<file path="config.mk">
export PLATFORM = sky130hd
export DESIGN_NAME = packet_identify_data
export DESIGN_NICKNAME = d
export VERILOG_FILES = /design/src/hw/byte_count_policy.v /design/src/hw/identify_word0_encode.v /design/src/hw/packet_identify_data.v
export VERILOG_INCLUDE_DIRS = /design/src /design/src/hw
export SDC_FILE = /design/constraint.sdc
export NUM_CORES = 1
export LEC_CHECK = 0
export BUFFER_PORTS_ARGS = -buffer_cell sky130_fd_sc_hd__buf_2
export CORE_MARGIN = 2
export CORE_UTILIZATION = 45
export CTS_CLUSTER_DIAMETER = 60
export CTS_CLUSTER_SIZE = 8
export DETAILED_ROUTE_END_ITERATION = 10
export GPL_ROUTABILITY_DRIVEN = 0
export HOLD_SLACK_MARGIN = 0.06
export PLACE_DENSITY = 0.86
export SYNTH_ARGS = -nofsm -noshare
export SYNTH_HDL_FRONTEND = slang
export SYNTH_HIERARCHICAL = 1
export SYNTH_SLANG_ARGS = --single-unit
</file>
<file path="constraint.sdc">
create_clock -name clk -period 3.9 [get_ports clk]
set_input_delay 0.39 -clock clk [delete_from_list [all_inputs] [get_ports clk]]
set_output_delay 0.39 -clock clk [all_outputs]
set_load 0.01 [all_outputs]
</file>
<file path="src/hw/packet_identify_map.vh">
// Word indices, field positions and codes of the packet-device identification page
`ifndef PACKET_IDENTIFY_MAP_VH
`define PACKET_IDENTIFY_MAP_VH

// ****************************************
// Page geometry
// ****************************************
`define PID_PAGE_WORDS 9'h100
`define PID_LAST_WORD 8'hff

// ****************************************
// Word indices
// ****************************************
`define PID_W_GENCONF 8'h00
`define PID_W_SPECCONF 8'h02
`define PID_W_SERIAL_FIRST 8'h0a
`define PID_W_SERIAL_LAST 8'h13
`define PID_W_FIRMWARE_FIRST 8'h17
`define PID_W_MODEL_LAST 8'h2e
`define PID_W_CAPS 8'h31
`define PID_W_VALIDITY 8'h35
`define PID_W_TIMING_FIRST 8'h3f
`define PID_W_TIMING_LAST 8'h44
`define PID_W_PACKET_REL 8'h47
`define PID_W_SERVICE_REL 8'h48
`define PID_W_QUEUE 8'h4b
`define PID_W_REV_FIRST 8'h50
`define PID_W_SUPPORTED 8'h52
`define PID_W_ENABLED 8'h55
`define PID_W_FEAT_LAST 8'h57
`define PID_W_ULTRA 8'h58
`define PID_W_ERASE_LAST 8'h5a
`define PID_W_RESET_RESULT 8'h5d
`define PID_W_BCZ 8'h7e
`define PID_W_REMOVABLE 8'h7f
`define PID_W_SECURITY 8'h80
`define PID_W_INTEGRITY 8'hff

// ****************************************
// Field positions and codes
// ****************************************
`define PID_FEAT_PACKET_BIT 4
`define PID_QUEUE_MASK 16'h001f
`define PID_TYPE_PACKET 2'h2
`define PID_TYPE_NONE 2'h0
`define PID_SET_UNKNOWN 5'h1f
`define PID_DRQ_3MS 2'h0
`define PID_DRQ_50US 2'h2
`define PID_PKT_12B 2'h0
`define PID_PKT_16B 2'h1
`define PID_BCZ_RESET 16'h0000

`endif

</file>
<file path="src/hw/byte_count_policy.v">
// Decision on a zero or non-zero byte count limit against the reported word 126
`timescale 1ns/100ps
`default_nettype none
`include "packet_identify_map.vh"

module byte_count_policy (
    // Clock and reset
    input wire clk,
    input wire reset,
    // Reported behaviour word
    input wire [15:0] zeroBehaviour,
    // Command check
    input wire limitCheck,
    input wire [15:0] hostLimit,
    output reg abortCommand_reg,
    output reg limitReady_reg,
    output reg [15:0] effectiveLimit_reg
);

    wire mustAbort;

    assign mustAbort = (zeroBehaviour == 16'h0000) && (hostLimit != 16'h0000);

    always @(posedge clk) begin
        if (reset) begin
            abortCommand_reg <= 1'b0;
            limitReady_reg <= 1'b0;
            effectiveLimit_reg <= 16'h0000;
        end else begin
            abortCommand_reg <= limitCheck && mustAbort;
            limitReady_reg <= limitCheck && !mustAbort;
            if (limitCheck && !mustAbort) begin
                // A zero limit takes the reported word as the limit
                effectiveLimit_reg <= (hostLimit == 16'h0000) ? zeroBehaviour : hostLimit;
            end
        end
    end

endmodule
`default_nettype wire

</file>
<file path="src/hw/identify_word0_encode.v">
// Encoder of the general configuration word, with reserved codes kept out
`timescale 1ns/100ps
`default_nettype none
`include "packet_identify_map.vh"

module identify_word0_encode (
    // Configuration
    input wire packetSupported,
    input wire [4:0] commandSetCode,
    input wire removableMedia,
    input wire fastDrq,
    input wire dataIncomplete,
    input wire packet16,
    // Encoded word
    output wire [15:0] word0
);

    wire setReserved;
    wire [4:0] setCode;
    wire [1:0] typeCode;
    wire [1:0] drqCode;
    wire [1:0] sizeCode;

    // Reserved peripheral codes are reported as unknown device type
    assign setReserved = (commandSetCode == 5'h0a) || (commandSetCode == 5'h0b) ||
                         ((commandSetCode >= 5'h10) && (commandSetCode <= 5'h1e));
    assign setCode = setReserved ? `PID_SET_UNKNOWN : commandSetCode;
    assign typeCode = packetSupported ? `PID_TYPE_PACKET : `PID_TYPE_NONE;
    assign drqCode = fastDrq ? `PID_DRQ_50US : `PID_DRQ_3MS;
    assign sizeCode = packet16 ? `PID_PKT_16B : `PID_PKT_12B;

    // Bits 13, 4 and 3 stay zero
    assign word0 = {typeCode, 1'b0, setCode, removableMedia, drqCode, 2'b00,
                    dataIncomplete, sizeCode};

endmodule
`default_nettype wire

</file>
<file path="src/hw/packet_identify_data.v">
// Builder and word-by-word deliverer of the packet-device identification page
//
// What this block does
// - Word 0 bits 15:14 report 10 with packet support, 00 otherwise; never 11.
// - Word 0 bits 12:8 carry the command set code; reserved codes never reported.
// - Word 0 bit 7 is one exactly when the medium is removable.
// - Word 0 bits 6:5 give DRQ delay class: 00 is 3 ms, 10 is 50 us.
// - Word 0 bit 2 flags incomplete data; words 0 and 2 still valid.
// - Word 0 bits 1:0 give packet length: 00 twelve bytes, 01 sixteen.
// - Serial number words 10 to 19 read zero when not implemented.
// - Word 49 bit 14 flags queuing; bit 13 then also set.
// - Word 49 bit 15 flags interleaved DMA for overlapped DMA commands.
// - Word 49 bit 11 flags IORDY; forced one for PIO mode 3 up.
// - Word 49 bit 10 flags that IORDY use can be switched off.
// - Word 49 bit 9 flags LBA translation, bit 8 flags DMA.
// - Word 49 bit 12 flags the obsolete software-reset-while-busy need.
// - Word 71 holds the packet to bus release time in microseconds.
// - Word 72 holds the service to bus release time in microseconds.
// - Words 82 to 84 mirror the standard page, word 82 bit 4 set.
// - Words 85 to 87 mirror the standard page, word 85 bit 4 set.
// - Word 126 zero with non-zero host limit aborts the command.
// - Word 126 non-zero with zero host limit replaces the limit.
// - Word 126 reported value changes only across a hardware reset.
// - Word 75 bits 4:0 copy the standard queue depth field.
// - Listed standard words are copied unchanged into the page.
// - Every reserved word and bit reads zero.
`timescale 1ns/100ps
`default_nettype none
`include "packet_identify_map.vh"

module packet_identify_data (
    // Clock and reset
    input wire clk,
    input wire reset,
    // General configuration
    input wire packetSupported,
    input wire [4:0] commandSetCode,
    input wire removableMedia,
    input wire fastDrq,
    input wire dataIncomplete,
    input wire packet16,
    // Capabilities
    input wire interleavedDma,
    input wire commandQueuing,
    input wire commandOverlap,
    input wire softResetNeeded,
    input wire iordySupported,
    input wire pioMode3Plus,
    input wire iordyDisable,
    input wire lbaSupported,
    input wire dmaSupported,
    // Timing words and options
    input wire [15:0] packetReleaseUs,
    input wire [15:0] serviceReleaseUs,
    input wire serialImplemented,
    input wire [15:0] byteCountZeroCfg,
    // Standard identify page lookup
    output wire [7:0] standardIndex,
    input wire [15:0] standardWord,
    // Page delivery
    input wire pageStart,
    input wire wordRead,
    output wire pageActive,
    output reg [15:0] pageData_reg,
    output reg [7:0] wordIndex_reg,
    output reg pageDone_reg,
    // Byte count limit check
    input wire limitCheck,
    input wire [15:0] hostLimit,
    output wire abortCommand,
    output wire limitReady,
    output wire [15:0] effectiveLimit,
    output wire [15:0] reportedZeroBehaviour
);

    // ****************************************
    // State and internal signals
    // ****************************************
    localparam IDLE = 2'b01;
    localparam SEND = 2'b10;

    reg [1:0] state_reg;
    reg [1:0] state_next;
    reg [7:0] wordIndex_next;
    reg [15:0] zeroBehaviour_reg;
    reg zeroCaptured_reg;
    reg [15:0] pageWord;
    wire [15:0] word0;
    wire [15:0] word49;
    wire loadWord;
    wire lastRead;
    wire startTaken;
    wire readTaken;
    wire atLastWord;
    wire overlapFlag;
    wire iordyFlag;
    wire inSerial;
    wire inFirmwareModel;
    wire inTiming;
    wire inRevision;
    wire inFeatureTail;
    wire inUltraErase;

    // ****************************************
    // Sub-blocks
    // ****************************************
    identify_word0_encode word0Encode (
        .packetSupported(packetSupported),
        .commandSetCode(commandSetCode),
        .removableMedia(removableMedia),
        .fastDrq(fastDrq),
        .dataIncomplete(dataIncomplete),
        .packet16(packet16),
        .word0(word0)
    );

    byte_count_policy countPolicy (
        .clk(clk),
        .reset(reset),
        .zeroBehaviour(zeroBehaviour_reg),
        .limitCheck(limitCheck),
        .hostLimit(hostLimit),
        .abortCommand_reg(abortCommand),
        .limitReady_reg(limitReady),
        .effectiveLimit_reg(effectiveLimit)
    );

    // ****************************************
    // Byte count zero behaviour word
    // ****************************************
    // Captured once after each reset release; later changes of the input wait for the next reset
    always @(posedge clk) begin
        if (reset) begin
            zeroBehaviour_reg <= `PID_BCZ_RESET;
            zeroCaptured_reg <= 1'b0;
        end else if (!zeroCaptured_reg) begin
            zeroBehaviour_reg <= byteCountZeroCfg;
            zeroCaptured_reg <= 1'b1;
        end
    end

    assign reportedZeroBehaviour = zeroBehaviour_reg;

    // ****************************************
    // Capabilities word
    // ****************************************
    // Overlap follows queuing, and PIO mode 3 or above implies IORDY
    assign overlapFlag = commandOverlap | commandQueuing;
    assign iordyFlag = iordySupported | pioMode3Plus;

    assign word49 = {interleavedDma,
                     commandQueuing,
                     overlapFlag,
                     softResetNeeded,
                     iordyFlag,
                     iordyDisable,
                     lbaSupported,
                     dmaSupported,
                     8'h00};

    // ****************************************
    // Page word selection
    // ****************************************
    assign standardIndex = wordIndex_next;

    // ****************************************
    // Word ranges
    // ****************************************
    // Word 85 lies inside the feature tail but has its own case item
    assign inSerial = (wordIndex_next >= `PID_W_SERIAL_FIRST) &&
                      (wordIndex_next <= `PID_W_SERIAL_LAST);
    assign inFirmwareModel = (wordIndex_next >= `PID_W_FIRMWARE_FIRST) &&
                             (wordIndex_next <= `PID_W_MODEL_LAST);
    assign inTiming = (wordIndex_next >= `PID_W_TIMING_FIRST) &&
                      (wordIndex_next <= `PID_W_TIMING_LAST);
    assign inRevision = (wordIndex_next >= `PID_W_REV_FIRST) &&
                        (wordIndex_next < `PID_W_SUPPORTED);
    assign inFeatureTail = (wordIndex_next > `PID_W_SUPPORTED) &&
                           (wordIndex_next <= `PID_W_FEAT_LAST);
    assign inUltraErase = (wordIndex_next >= `PID_W_ULTRA) &&
                          (wordIndex_next <= `PID_W_ERASE_LAST);

    // ****************************************
    // Word multiplexer
    // ****************************************
    always @* begin
        pageWord = 16'h0000;
        case (wordIndex_next)
            `PID_W_GENCONF: begin
                pageWord = word0;
            end
            `PID_W_SPECCONF: begin
                pageWord = standardWord;
            end
            `PID_W_CAPS: begin
                pageWord = word49;
            end
            `PID_W_VALIDITY: begin
                pageWord = standardWord;
            end
            `PID_W_PACKET_REL: begin
                pageWord = packetReleaseUs;
            end
            `PID_W_SERVICE_REL: begin
                pageWord = serviceReleaseUs;
            end
            `PID_W_QUEUE: begin
                pageWord = standardWord & `PID_QUEUE_MASK;
            end
            `PID_W_SUPPORTED: begin
                pageWord = standardWord;
                pageWord[`PID_FEAT_PACKET_BIT] = 1'b1;
            end
            `PID_W_ENABLED: begin
                pageWord = standardWord;
                pageWord[`PID_FEAT_PACKET_BIT] = 1'b1;
            end
            `PID_W_RESET_RESULT: begin
                pageWord = standardWord;
            end
            `PID_W_BCZ: begin
                pageWord = zeroBehaviour_reg;
            end
            `PID_W_REMOVABLE: begin
                pageWord = standardWord;
            end
            `PID_W_SECURITY: begin
                pageWord = standardWord;
            end
            `PID_W_INTEGRITY: begin
                pageWord = standardWord;
            end
            default: begin
                // Anything outside these ranges is reserved and stays zero
                if (inSerial) begin
                    pageWord = serialImplemented ? standardWord : 16'h0000;
                end else if (inFeatureTail) begin
                    pageWord = standardWord;
                end else if (inFirmwareModel || inTiming || inRevision || inUltraErase) begin
                    pageWord = standardWord;
                end
            end
        endcase
    end

    // ****************************************
    // Delivery sequencer
    // ****************************************
    assign pageActive = state_reg[1];

    // ****************************************
    // Request qualification
    // ****************************************
    // Requests that do not fit the current state are dropped here
    assign startTaken = (state_reg == IDLE) && pageStart;
    assign readTaken = (state_reg == SEND) && wordRead;
    assign atLastWord = (wordIndex_reg == `PID_LAST_WORD);
    assign lastRead = readTaken && atLastWord;
    assign loadWord = startTaken || readTaken;

    always @* begin
        state_next = state_reg;
        wordIndex_next = wordIndex_reg;
        case (state_reg)
            IDLE: begin
                if (pageStart) begin
                    state_next = SEND;
                    wordIndex_next = `PID_W_GENCONF;
                end
            end
            SEND: begin
                if (wordRead) begin
                    // Ascending order; after word 255 the page is finished
                    wordIndex_next = wordIndex_reg + 8'h01;
                    if (atLastWord) begin
                        state_next = IDLE;
                    end
                end
            end
            default: begin
                state_next = IDLE;
                wordIndex_next = `PID_W_GENCONF;
            end
        endcase
    end

    always @(posedge clk) begin
        if (reset) begin
            state_reg <= IDLE;
            wordIndex_reg <= 8'h00;
            pageData_reg <= 16'h0000;
            pageDone_reg <= 1'b0;
        end else begin
            state_reg <= state_next;
            wordIndex_reg <= wordIndex_next;
            pageDone_reg <= lastRead;
            if (loadWord) begin
                pageData_reg <= pageWord;
            end
        end
    end

endmodule
`default_nettype wire

</file>
======== After elaboration in Yosys (flattened, before gate mapping) ========
Cells that the tools add are included.
storage, ports and cells
  RAM bits ................................ 0
  logic and storage cells ................. 92
  memories kept ........................... 0
  register bits after elaboration ......... 62
  output and inout bits ................... 68
  ROM bits ................................ 0
  latch bits .............................. 0
operators by class
  bitwise gates (word level) .............. 2
  multipliers ............................. 0
  $add $sub $neg .......................... 1
  order comparisons ....................... 14
  muxes and demuxes ....................... 18
  reduce and logical (&&, ||, !) cells .... 27
  div/mod/pow operators ................... 0
  shift-type cells ........................ 0
  equality and inequality tests ........... 21
operators by type and width
  operator             number
  $pmux 16 s8          1
  $mux 16              5
  $eq 8x7->1 const B   8
  $logic_not 16->1     2
  $eq 8x8->1 const B   3
  $le 8x7->1 const B   3
  $eq 8x6->1 const B   2
  $ge 8x7->1 const B   2
  $mux 8               2
  $pmux 8 s2           1
  $reduce_bool 16->1   1
  $logic_and 1x1->1    13
  $eq 5x4->1 const B   2
  $mux 2               5
  $add 8x1->8 const B  1
  $eq 8x2->1 const B   1
  $ge 8x4->1 const B   1
  $ge 8x5->1 const B   1
  $ge 8x6->1 const B   1
  $gt 8x7->1 const B   1
  $le 8x5->1 const B   1
  $le 8x6->1 const B   1
  $logic_not 8->1      1
  $lt 8x7->1 const B   1
  14 further kinds     23

======== Depth between registers and ports, before layout ========
  word-level depth ........................ 12
  gate-level depth with buffers ........... 15

======== Hierarchy ========
Netlist, hierarchy kept.
by module, submodules not included
  module                 times used  area each (um^2)  sequential area each (um^2)  cells each
  packet_identify_data   1           2,985.4           880.8                        348
  byte_count_policy      1           1,068.5           360.3                        123
  identify_word0_encode  1           126.4             0.0                          20

======== Least setup slack after synthesis ========
No wires, ideal clock.
  path type ............................... register to register
  from .................................... register state_reg[1]
  to ...................................... register pageData_reg[4]
  stages on the path, launching flop included .. 13
  data arrival time ....................... 2,870 ps
  path slack .............................. 900 ps
  clock period less this slack ............ 3,000 ps
  setup time .............................. 130 ps
  path buffers ............................ 0
  path through ............................ dfxtp_1 inv_1 ha_1 nand2b_1 o31ai_1 nand2_1 inv_1 and3_1 o311ai_1 a221oi_2 a211oi_4 a2111oi_1 nor3_1
between the ends
  cells in the longest elaborated chain, start to end .. 11
ends and longest elaborated chain
  what                                                 RTL line                                                source
  from (decl)                                          packet_identify_data.v:82                               reg [1:0] state_reg;
  from (signal assigned)                               packet_identify_data.v:294                              state_reg <= state_next;
  $eq 2x2->1 / $eq 2x1->1 (equally long branches)      packet_identify_data.v:264                              case (state_reg)
  $pmux 8 s2 *                                         packet_identify_data.v:264
  via standardIndex[4]                                 packet_identify_data.v:58                               output wire [7:0] standardIndex,
  $ge 8x5->1 (no source line) (tied with other cells)  n/a
  $logic_and 1x1->1 (on tied branches)                 packet_identify_data.v:172, packet_identify_data.v:174
  $logic_or 1x1->1 (3 in a row)                        packet_identify_data.v:239                              end else if (inFirmwareModel || inTiming || inRevision || inUltraErase) begin
  $mux 16                                              packet_identify_data.v:239
  $mux 16                                              packet_identify_data.v:237                              end else if (inFeatureTail) begin
  $mux 16                                              packet_identify_data.v:235                              if (inSerial) begin
  $pmux 16 s8 *                                        packet_identify_data.v:188                              case (wordIndex_next)
  to (signal assigned)                                 packet_identify_data.v:298                              pageData_reg <= pageWord;
  to (decl)                                            packet_identify_data.v:64                               output reg [15:0] pageData_reg,
Mark *: on every way through the listed nets, which the timed path passes. The rest lies on a longest branch.
A chain may end at the register's enable or synchronous reset.

======== Worst setup path after layout ========
  from .................................... register wordIndex_reg[0]
  to ...................................... register pageData_reg[3]
between the ends
  cells in the longest elaborated chain, start to end .. 12
ends and longest elaborated chain
  what                                                 RTL line                                                source
  from (decl)                                          packet_identify_data.v:65                               output reg [7:0] wordIndex_reg,
  from (signal assigned)                               packet_identify_data.v:295                              wordIndex_reg <= wordIndex_next;
  $add 8x1->8                                          packet_identify_data.v:274                              wordIndex_next = wordIndex_reg + 8'h01;
  $mux 8                                               packet_identify_data.v:272                              if (wordRead) begin
  $pmux 8 s2 *                                         packet_identify_data.v:264
  $ge 8x5->1 (no source line) (tied with other cells)  n/a
  $logic_and 1x1->1 (on tied branches)                 packet_identify_data.v:172, packet_identify_data.v:174
  $logic_or 1x1->1 (3 in a row)                        packet_identify_data.v:239
  $mux 16                                              packet_identify_data.v:239
  $mux 16                                              packet_identify_data.v:237
  $mux 16                                              packet_identify_data.v:235
  $pmux 16 s8 *                                        packet_identify_data.v:188
Every way passes the cells marked *; elsewhere a longest branch is shown, timed or not.

==> out/results.md <==
## Detailed routing
- total number of vias: 4,768
- routed length per placed instance: 19.89 um
- initial drt markers: 744
- count of antenna-violating nets left after detailed routing: 0
- Pre-antenna DRT Iters: 5
- Via-to-Cell Ratio: 6.340
- Post-Route WL: 14,950 um
- remaining design rule violation count: 0

## Synthesis
- post-synth design cell area: 4180 um^2
- share of synthesized registers carrying an async set or reset: 0
- number of synthesized flops with an enable pin: 0
- library cell occupying the most area in the post-synthesis netlist: dfxtp_1
- share of the yosys chip area belonging to registers: 0.2969
- average footprint of a synthesized cell: 8.514 um^2
- simple-gate share of the synthesized area: 0.2317
- most common library cells after synthesis: nor2_1 (65), dfxtp_1 (62), a21oi_1 (40)
- synthesized flop and latch total: 62
- share of the synthesized netlist area taken by xor and xnor gates: 0.008081
- Synthesis Warnings: 6
- proportion of synthesized area in mux cells: 0.04190
- Top FF cell, synth: dfxtp_1
- distinct cell type count of the synthesized netlist: 80
- main combinational cell family by area after synthesis: compound AO/OA/AOI/OAI gates
- proportion of netlist area held by the largest area contributor: 0.2969
- share of synthesized cell area in full adder, half adder and majority cells: 0.008979
- most repeated cell in the gate-level netlist after synthesis: nor2_1
- Compound-Gate Fraction of Synth Area: 0.3283
- top post-synthesis cells by area: dfxtp_1 (30%), nor2_1 (5.8%), a21oi_1 (4.8%)
- post-synthesis instance total: 491

## Floorplanning
- Std-Cell Core Area: 9109 um^2
- die extent in x: 100.4 um
- Initial Util: 0.4589
- Die Height: 100.4 um
- number of I/O pins: 173
- area enclosed by the die boundary: 10,080 um^2
- row count: 35

## STA
- Worst slew margin: 0.3000
- clock tree skew after final layout: 0.02092 ns
- final hold violation count: 0
- setup TNS after final layout: 0 ns
- RSZ-0062 raised after global routing: false
- post-route clock period utilization: 0.9282
- final worst path period need: 3.620 ns
- final hold slack: 0.2593 ns
- Slew @ Worst Pin: 1.046 ns
- setup violators final: 0
- achievable clock frequency: 276.3 MHz
- Pins Over Slew Limit: 0

## Critical path
- critical path start-end classification: flip-flop to flip-flop
- number of buffer and inverter instances along the worst setup path: 0
- Crit path top cell by count: nor2_1
- Worst R2R Start: wordIndex_reg[0]
- arrival time worst endpoint: 3.87 ns
- family with the most delay on the worst path: compound AO/OA/AOI/OAI gates
- Crit-path slowest cell: a2111oi_2
- destination of the worst register-to-register timing path: pageData_reg[3]
- setup slack, reg-to-reg: 0.28 ns
- highest fanout seen on the critical path: 15
- required time of the critical path: 4.15 ns
- CP peak stage delay: 0.57 ns
- series of cell instances along the critical path: ha_1 > mux2_4 > a22oi_2 > nor2_1 > nand4_1 > nor2_1 > a2111oi_2 > nand2b_1 > o31ai_1 > a21oi_1
- element type at the critical path end: flip-flop
- crit start category: flip-flop
- count of cells along the worst register-to-register path: 10

## Place
- placed wire-length estimate: 11,120 um
- number of port buffers: 172

## Global route
- pin count of the biggest net entering global routing: 45
- wire length of the first global-routing pass: 22,870 um
- global route total overflow: 0
- Total Routing Usage GR: 0.2877
- number of global-route vias before repair: 4,413
- number of antenna violations at the first check in global routing: 1

## Clock tree
- # clock sinks: 62
- post-CTS setup buffer count: 0
- Longest Clk Path Bufs: 2
- number of levels the H-tree was split into: 3
- TritonCTS clock tree: built
- root buffer cell: clkbuf_8
- number of CTS-inserted buffers: 9
- Clk Latency, worst-skew pair: 0.36 ns
- clock-pin slew of the registers on the worst-case setup and hold paths: 0.09 ns

## Power
- leakage power summed over all cells: 2.302 nW
- areal power density over the cells: 367.6 nW/um^2
- maximum ir drop on the vdd rail: 0.2713 mV

## Job
- Maximum Capacitance Violations: 0

## Cells and area
- fraction of final layout cells with drive strength greater than 1: 0.3885
- # diodes: 0
- Filler Cells Inserted: 795
- net count of the finished layout: 744
- Syn-to-layout area delta: 23.94%

## Worst hold path
- Hold/Removal Path Class: input pin to flip-flop
- hold endpoint: reportedZeroBehaviour[3]
- cell depth of the worst min-delay path: 3
- worst min-delay path startpoint: byteCountZeroCfg[3]

## Status
- run status: completed

-- how the worst max path moves through the flow --
stage                                 from         endpoint  cells past startpoint
after floorplan               state_reg[1]  pageData_reg[4]                     12
after global placement    wordIndex_reg[1]  pageData_reg[3]                     10
after detailed placement      state_reg[1]  pageData_reg[3]                     11
after CTS                     state_reg[1]  pageData_reg[1]                     10
after global routing          state_reg[1]  pageData_reg[1]                     12
final                     wordIndex_reg[0]  pageData_reg[3]                     10
-- worst register-to-register path, cell delays in order (launching register included) --
cell	delay (ns)
dfxtp_1	0.46
ha_1	0.28
mux2_4	0.26
a22oi_2	0.50
nor2_1	0.19
nand4_1	0.20
nor2_1	0.08
a2111oi_2	0.57
nand2b_1	0.43
o31ai_1	0.43
a21oi_1	0.11
-- power by group --
part           total, W  internal [W]  switching, W
logic          0.000419      0.000177      0.000242
registers      0.000746      0.000688     0.0000583
clock network  0.000739      0.000434      0.000306
-- cell families after synthesis --
kind of cell / Yosys count
mux: 17
buf+inv: 59
xor+xnor: 3
other cells: 1
flops: 62
fa+ha+maj: 3
compound gates: 174
simple gates: 172
-- cell usage in the layout (no fill, tap or decap), types with 6 or more instances in the layout --
cell	n
buf_2	172
nor2_1	65
dfxtp_1	62
a21oi_1	40
nand2_1	31
o21ai_0	23
mux2i_1	16
nor3_1	13
nand4_1	12
o21ai_1	12
a31oi_1	11
a221o_1	10
a221oi_1	10
o31ai_1	10
a21oi_2	10
inv_1	9
clkbuf_8	9
o31ai_2	8
nor4_1	7
conb_1	6
-- through the flow --
| step | worst slack [ns] | total power [W] | cell area [um^2] | util | cells |
|---|---|---|---|---|---|
| global route | 0.06335 | 0.001977 | 5181 | 0.5688 | 752 |
| CTS | 0.3338 | 0.001898 | 5179 | 0.5685 | 752 |
| floorplan | 0.9000 | 0.001006 | 4199 | - | 496 |
| global placement | 0.5224 | 0.001154 | 4930 | 0.5412 | 736 |
| detailed placement | 0.3550 | 0.001168 | 4930 | 0.5412 | 736 |
| finish | 0.2802 | 0.001905 | 5181 | 0.5688 | 752 |
-- layout make-up --
type | count | area, um^2 | area share
Multi-Input combinational cell | 375 | 2613 | 0.5042
Inverter | 11 | 41.29 | 0.007969
Timing Repair Buffer | 177 | 898.4 | 0.1734
Clock buffer | 9 | 123.9 | 0.02391
Tap cell | 111 | 138.9 | 0.02681
Sequential cell | 62 | 1241 | 0.2396
Clock inverter | 7 | 125.1 | 0.02415
-- routing by layer --
metal	GRT usage	vias up	share of wire	routed length [um]
met5	0	-	0.00087	13
met4	0.1644	2	0.048	712
met3	0.07312	67	0.10	1560
met2	0.4352	353	0.45	6793
met1	0.3715	2219	0.39	5875
li1	-	2127	-	-
-- timing repair --
item | 4_1_cts | 5_1_grt
endpoints found under the setup margin | 0 | 6
gates resized for setup | 0 | 1
hold buffers | 0 | 0
(Power assumes the default switching activity.)
